===== src/design/bas_pkg.sv =====
package bas_pkg;

   // Synchroniser depth; requests and acknowledges settle in at most two cycles
   localparam int SYNC_STAGES = 2;

   // Show-cycle enable field: two bits, both set means withhold the grant during internal transfers
   localparam int        SHOW_EN_W     = 2;
   localparam logic [1:0] SHOW_EN_ALL  = 2'h3;
   localparam logic [1:0] SHOW_EN_RST  = 2'h0;

   // Transfer size encoding: bytes remaining in the operand
   localparam int        SIZE_W        = 2;
   localparam logic [1:0] SIZE_LONG    = 2'h0;
   localparam logic [1:0] SIZE_BYTE    = 2'h1;
   localparam logic [1:0] SIZE_WORD    = 2'h2;
   localparam logic [1:0] SIZE_THREE   = 2'h3;

   // Port size acknowledge encoding (active low pair)
   localparam logic [1:0] ACK_BYTE_N   = 2'h2;
   localparam logic [1:0] ACK_WORD_N   = 2'h1;
   localparam logic [1:0] ACK_NONE_N   = 2'h3;

   // Data bus width
   localparam int        DATA_W        = 16;
   // Data line sampled during reset to enable slave mode
   localparam int        SLAVE_STRAP_BIT = 11;

   // Arbiter states
   typedef enum logic [1:0] {
      BAS_IDLE    = 2'b00,
      BAS_GRANT   = 2'b01,
      BAS_OWNED   = 2'b10,
      BAS_REGRANT = 2'b11
   } bas_arb_type;

   // Show-cycle states
   typedef enum logic [1:0] {
      BAS_SHOW_ADDR  = 2'b00,
      BAS_SHOW_STRB  = 2'b01,
      BAS_SHOW_WAIT  = 2'b10,
      BAS_SHOW_END   = 2'b11
   } bas_show_type;

endpackage : bas_pkg


===== src/design/bas_arbiter.sv =====
// Summary of operation
// - Keep bus through multi-cycle operand transfers
// - Grant only after the operand's last cycle
// - No grant while locked cycle asserted
// - Both show bits withhold grant during internal
// - Ownership ends when acknowledge negates
// - Request still held means grant again
// - Pending requests keep the bus away
// - Acknowledge alone never causes a grant
// - Synchronise request and acknowledge, two flops
// - Float buses after strobe and lock negate
// - State changes on edge after sync valid
// - Grant pin changes on following falling edge
// - Resume driving control one cycle after return to idle
// - Idle while owner: grant and float negated
// - Ignore request during locked sequence
// - Slave mode only from strap low at reset
// - Slave internal transfer: wait cycle and lock
// - Slave external transfer: force processor off
// - Slave master reaches all internal registers
// - Show cycles off after reset, strobes negated
// - Show on: data strobe and data driven
// - Show sequence: address, strobe, wait, negate
`timescale 1ns/1ns
module bas_arbiter
   import bas_pkg::*;
#(
   parameter int DW = DATA_W
) (
   // Clock and reset
   input  wire logic              ref_clk,
   input  wire logic              rst,
   // External arbitration pins
   input  wire logic              bus_request_n,
   input  wire logic              grant_acknowledge_n,
   output logic                   bus_grant_n,
   // Strap sampled while reset is applied
   input  wire logic              slave_strap_data_line,
   // Processor access status
   input  wire logic              ext_xfer,
   input  wire logic              int_xfer,
   input  wire logic              locked_cycle_n,
   input  wire logic              address_strobe_int_n,
   input  wire logic [SIZE_W-1:0] transfer_size,
   input  wire logic [1:0]        port_size_ack_n,
   input  wire logic [SHOW_EN_W-1:0] show_cycle_enable,
   input  wire logic [DW-1:0]     int_data,
   // Outputs to the bus drivers and processor
   output logic                   bus_float,
   output logic                   ctrl_drive,
   output logic                   cpu_force_off,
   output logic                   slave_mode_enable,
   output logic                   slave_access,
   output logic                   data_strobe_n,
   output logic                   address_strobe_n,
   output logic [DW-1:0]          data_out,
   output logic                   data_oe
);

   // Two-stage synchronisers; first stage feeds only the second
   logic [SYNC_STAGES-1:0] reqSync_ff;
   logic [SYNC_STAGES-1:0] ackSync_ff;
   wire                    reqS = reqSync_ff[SYNC_STAGES-1];
   wire                    ackS = ackSync_ff[SYNC_STAGES-1];

   always_ff @(posedge ref_clk or posedge rst) begin
      if (rst) begin
         reqSync_ff <= '0;
         ackSync_ff <= '0;
      end else begin
         reqSync_ff <= {reqSync_ff[SYNC_STAGES-2:0], ~bus_request_n};
         ackSync_ff <= {ackSync_ff[SYNC_STAGES-2:0], ~grant_acknowledge_n};
      end
   end

   // Strap capture: sampled every clock while reset is on, frozen after release
   logic slaveEn_ff;
   always_ff @(posedge ref_clk) begin
      if (rst) begin
         slaveEn_ff <= ~slave_strap_data_line;
      end
   end
   assign slave_mode_enable = slaveEn_ff;

   // True when this acknowledge completes the current operand
   function automatic logic last_cycle(input logic [SIZE_W-1:0] sz,
                                       input logic [1:0]        ack);
      logic [2:0] bytes;
      logic [2:0] port;
      bytes = (sz == SIZE_LONG) ? 3'h4 : {1'b0, sz};
      port  = (ack == ACK_BYTE_N) ? 3'h1 : ((ack == ACK_NONE_N) ? 3'h0 : 3'h2);
      last_cycle = (port != 3'h0) && (port >= bytes);
   endfunction : last_cycle

   // Operand coherency: busy from first cycle until the final acknowledge
   logic operandBusy_ff;
   wire  lockOn    = ~locked_cycle_n;
   wire  endOfOp   = ext_xfer && last_cycle(transfer_size, port_size_ack_n);
   always_ff @(posedge ref_clk or posedge rst) begin
      if (rst) begin
         operandBusy_ff <= 1'b0;
      end else begin
         operandBusy_ff <= ext_xfer && !endOfOp;
      end
   end

   // Grant holds: coherency, lock, show-cycle and slave-mode restraints
   wire extHold   = (ext_xfer && !endOfOp) || operandBusy_ff;
   wire lockHold  = lockOn;
   wire showHold  = (show_cycle_enable == SHOW_EN_ALL) && int_xfer;
   wire slaveHold = slaveEn_ff && int_xfer;
   wire slaveExt  = slaveEn_ff && ext_xfer;
   wire normHold  = slaveEn_ff ? (slaveHold || lockHold || ext_xfer)
                               : (extHold || lockHold || showHold);
   wire reqValid  = reqS && !lockOn;
   wire grantOk   = reqValid && !normHold;

   // Arbiter state machine
   bas_arb_type state_ff;
   bas_arb_type nxt_state;
   always_comb begin
      nxt_state = state_ff;
      unique case (state_ff)
         BAS_IDLE: begin
            if (grantOk) nxt_state = BAS_GRANT;
         end
         BAS_GRANT: begin
            // A lock that starts after the grant takes it back unless the acknowledge is already seen
            if (ackS) nxt_state = BAS_OWNED;
            else if (!reqS || lockOn) nxt_state = BAS_IDLE;
         end
         BAS_OWNED: begin
            if (reqS) nxt_state = BAS_REGRANT;
            else if (!ackS) nxt_state = BAS_IDLE;
         end
         BAS_REGRANT: begin
            if (!ackS) nxt_state = reqS ? BAS_GRANT : BAS_IDLE;
            else if (!reqS) nxt_state = BAS_OWNED;
         end
      endcase
   end

   always_ff @(posedge ref_clk or posedge rst) begin
      if (rst) state_ff <= BAS_IDLE;
      else     state_ff <= nxt_state;
   end

   // Internal grant and three-state control per state
   wire grantInt = (state_ff == BAS_GRANT) || (state_ff == BAS_REGRANT);
   wire floatInt = (state_ff != BAS_IDLE);

   // Grant pin moves on the falling edge so it settles mid-cycle
   logic grantN_ff;
   always_ff @(negedge ref_clk or posedge rst) begin
      if (rst) grantN_ff <= 1'b1;
      else     grantN_ff <= ~grantInt;
   end
   assign bus_grant_n = grantN_ff;

   // Float only after strobe and lock are both negated
   logic float_ff;
   wire  quiet = address_strobe_int_n && locked_cycle_n;
   always_ff @(posedge ref_clk or posedge rst) begin
      if (rst) float_ff <= 1'b0;
      else if (!floatInt) float_ff <= 1'b0;
      else if (quiet) float_ff <= 1'b1;
   end
   assign bus_float     = float_ff;
   assign ctrl_drive    = !floatInt && !float_ff;
   assign cpu_force_off = slaveExt && reqS && (state_ff == BAS_IDLE);
   assign slave_access  = slaveEn_ff && floatInt;

   // Show-cycle sequencer, started only while enabled and bus is ours
   bas_show_type show_ff;
   bas_show_type nxt_show;
   wire showOn = (show_cycle_enable != SHOW_EN_RST) && ctrl_drive;
   always_comb begin
      nxt_show = show_ff;
      unique case (show_ff)
         BAS_SHOW_ADDR: if (int_xfer && showOn) nxt_show = BAS_SHOW_STRB;
         BAS_SHOW_STRB: nxt_show = BAS_SHOW_WAIT;
         BAS_SHOW_WAIT: if (!int_xfer) nxt_show = BAS_SHOW_END;
         BAS_SHOW_END:  nxt_show = BAS_SHOW_ADDR;
      endcase
   end

   always_ff @(posedge ref_clk or posedge rst) begin
      if (rst) show_ff <= BAS_SHOW_ADDR;
      else     show_ff <= nxt_show;
   end

   // Strobe asserted half a clock after address, on the falling edge
   logic dsN_ff;
   wire  dsWant = (show_ff == BAS_SHOW_STRB) || (show_ff == BAS_SHOW_WAIT);
   always_ff @(negedge ref_clk or posedge rst) begin
      if (rst) dsN_ff <= 1'b1;
      else     dsN_ff <= ~dsWant;
   end
   assign data_strobe_n    = dsN_ff;
   assign address_strobe_n = 1'b1; // Never asserted during show cycles

   // Show data captured while internal access runs, held into next cycle
   logic [DW-1:0] data_ff;
   logic          oe_ff;
   always_ff @(posedge ref_clk or posedge rst) begin
      if (rst) begin
         data_ff <= '0;
         oe_ff   <= 1'b0;
      end else begin
         if (show_ff == BAS_SHOW_WAIT) data_ff <= int_data;
         oe_ff <= (show_ff != BAS_SHOW_ADDR) || (dsWant && showOn);
      end
   end
   assign data_out = data_ff;
   assign data_oe  = oe_ff;

endmodule : bas_arbiter


===== config.mk =====
export PLATFORM = sky130hd
export DESIGN_NAME = bas_arbiter
export DESIGN_NICKNAME = d
export VERILOG_FILES = /design/src/design/bas_pkg.sv /design/src/design/bas_arbiter.sv
export SDC_FILE = /design/constraint.sdc
export NUM_CORES = 1
export LEC_CHECK = 0
export BUFFER_PORTS_ARGS = -buffer_cell sky130_fd_sc_hd__buf_2
export CAP_MARGIN = 20
export CORE_UTILIZATION = 30
export CTS_CLUSTER_DIAMETER = 50
export DETAILED_ROUTE_END_ITERATION = 16
export GPL_ROUTABILITY_DRIVEN = 1
export SLEW_MARGIN = 20
export SYNTH_ARGS = -nofsm -noshare
export SYNTH_HDL_FRONTEND = slang
export SYNTH_SLANG_ARGS = --single-unit

===== constraint.sdc =====
create_clock -name ref_clk -period 1.5 [get_ports ref_clk]
set_input_delay 0.3 -clock ref_clk [delete_from_list [all_inputs] [get_ports ref_clk]]
set_output_delay 0.3 -clock ref_clk [all_outputs]
set_load 0.01 [all_outputs]

==> metrics.txt <==
CTS tree=built; Final Setup Violations=3; PortBufs=between 50 and 60; placed insts=around 210; min-delay worst type=in -> reg; Hold Fails Final Rpt=0; Vias/cell=4.56; CP endpoint kind=output pin; GRT Total Usage=0.142; status=finished, violations left; Power Dens Cells=between 1500 and 2000 nW/um^2; Post-synth EDFFs=1; Mapped Avg Cell Area=12.6 um^2; grt ovf=0; Detailed Place HPWL=~2100 um; I/O pin count=56; gp weighted congestion=0.750; CP Cell Sequence=buf_6; Seq cells post-synth=30; unrepaired setup endpoints after global routing=yes; drt total wl=between 2000 and 3000 um; critical path type=reg -> out; Std-Cell Rows=23; TritonCTS Sinks=30; Final WS setup=-0.486 ns; layout filler cell count=between 300 and 400; final cell count without fillers=~220; first-pass GRT wire length=4520 um; commonest cells in the netlist=27 x dfrtp_1, 16 x mux2_2, 12 x inv_1; Worst Skew=0.0547 ns; Synthesized Nets=~140; ys flop type=dfrtp_1; critical path fanouts, max=1; CTS Buffer Depth=2; initial antenna violation count=0; CP startpoint kind=register; Initial Util=0.316; die area=roughly 4500 um^2; Area Growth Syn to Fin=40.8%; clock tree root driver cell=clkbuf_8; biggest area consumer among synthesized cells=dfrtp_1; sequential-to-total area share from yosys stat=0.591; vias=between 900 and 1,000; layout cell share with drive strength beyond 1=0.560; Clock Pin Slew Worst Setup and Hold Paths=around 0.06 ns; top cell family by delay on the critical path=flip-flops; drt first pass iters=4; crit path buf inv count=1; Die Ht=about 67 um; required time of the critical path=about 1.2 ns; Inserted Diodes=0; fin nets=approximately 200; Slowest cell on crit path=dfstp_2; Post-CTS Hold Buffers=0; top-area cell type share of the netlist area=0.526; final core occ=0.446; synth warn=0; worst skew pair latency=around 0.33 ns; total CTS buffers=5; vias in the first global route=around 1,100; Syn Std Cell Area=1280 um^2; Distinct cells, synth=27; synth top area cells=dfrtp_1 53%, mux2_2 14%, ha_1 4.9%, dfstp_2 4.1%, inv_1 3.5%; Leak=slightly below 0.9 nW; WHS=about 0.15 ns; Power Total=around 3.6 mW; Residual DRC=0; worst path arrival time=between 1.5 and 2 ns; cells after synthesis=about 100; largest net degree at the start of global routing=28; wire length per cell=roughly 13 um; CTS H-tree depth=2; core area=~4000 um^2; Die W=~67 um; DR iter-0 viols=16; failing checks=setup timing; top-count cell post-synth=dfrtp_1; ANT nets after route=0; maximum VDD drop=around 0.0010 V; Slew Limit Fails=0; ys async rst share=0.967; Critical Path Max Stage Delay=slightly above 0.5 ns; max-cap violations=0
-- cell families after synthesis --
family	share of synthesized area
AND/OR/NAND/NOR	0.0731
buffers and inverters	0.0517
multiplexers	0.140
AO/OA/AOI/OAI	0.0926
other	0.00292
adder cells (fa/ha/maj)	0.0487
flip-flops	0.591
-- report_power, final --
part	switching (mW)	internal [mW]	total (mW)	leakage, nW
Combinational	0.691	0.840	1.53	0.465
Clock	0.293	0.411	0.704	0.0644
Sequential	0.192	1.15	1.34	0.349
-- metrics by stage --
step	setup WS [ns]	setup TNS, ns	area, um^2
after floorplan	-0.0696	-0.163	1290
after global placement	-0.155	-0.334	1650
after detailed placement	-0.157	-0.376	1650
after CTS	-0.496	-1.10	1780
after global routing	-0.512	-1.15	1810
final	-0.486	-1.05	1810
-- state kept, by name, indices dropped and copies added (netlist names) --
name               flops
data_oe                1
data_out              16
bus_grant_n            1
data_strobe_n          1
ackSync_ff             2
operandBusy_ff         1
slave_mode_enable      1
state_ff               2
reqSync_ff             2
show_ff                2
bus_float              1
-- final timing paths --
kind	from	end	slack, ns	cells after the start
worst max-delay path	bus_grant_n	bus_grant_n	-0.49	1
worst min-delay path	grant_acknowledge_n	ackSync_ff[0]	0.15	2
worst max register to register	show_ff[0]	data_strobe_n	0.02	3
worst min register to register	ackSync_ff[0]	ackSync_ff[1]	0.36	0
max in group asynchronous	rst	data_strobe_n	0.69	2
min in group asynchronous	rst	bus_float	0.17	3
-- cell type report --
cell class | instances | area [um^2] | area share
timing repair buffer | 61 | 348 | 0.192
clock inverter | 4 | 30.0 | 0.0166
clock buffer | 6 | 72.6 | 0.0401
inverter | 11 | 45.0 | 0.0249
tap | 50 | 62.6 | 0.0346
multi-input combinational | 56 | 492 | 0.272
sequential | 30 | 758 | 0.419
-- worst reg2reg max path: stages (launching register included) --
cell	delay [ns]
dfrtp_1	0.39
inv_2	0.08
ha_4	0.20
inv_2	0.05
-- layout by cell type, fill, tap and decap left out, types with 2 or more instances in the layout --
| cell type | count |
|---|---|
| o21ai_0 | 6 |
| ha_1 | 3 |
| a21oi_1 | 4 |
| buf_2 | 52 |
| inv_2 | 3 |
| nor2b_1 | 2 |
| mux2_2 | 16 |
| nand2_1 | 2 |
| clkbuf_8 | 5 |
| buf_4 | 6 |
| buf_6 | 2 |
| dfrtp_1 | 27 |
| ha_4 | 2 |
| nand2b_1 | 3 |
| dfstp_2 | 2 |
| inv_1 | 9 |
| o21a_1 | 2 |
| nand3_1 | 2 |
| nor2_1 | 3 |
-- timing repair --
action                                 in CTS  in global routing
setup buffers                               1                  1
resized for setup                           6                  3
endpoints found under the hold margin       0                  0
pin swaps                                   0                  0
setup endpoints to repair                   5                 21
-- layer usage --
metal	vias up	global-route usage	wire (um)
met4	0	0.0878	65
li1	470	-	-
met1	482	0.140	1120
met3	6	0.0456	154
met2	36	0.255	1460
met5	-	0	0
Power figures use the tool's default switching activity.
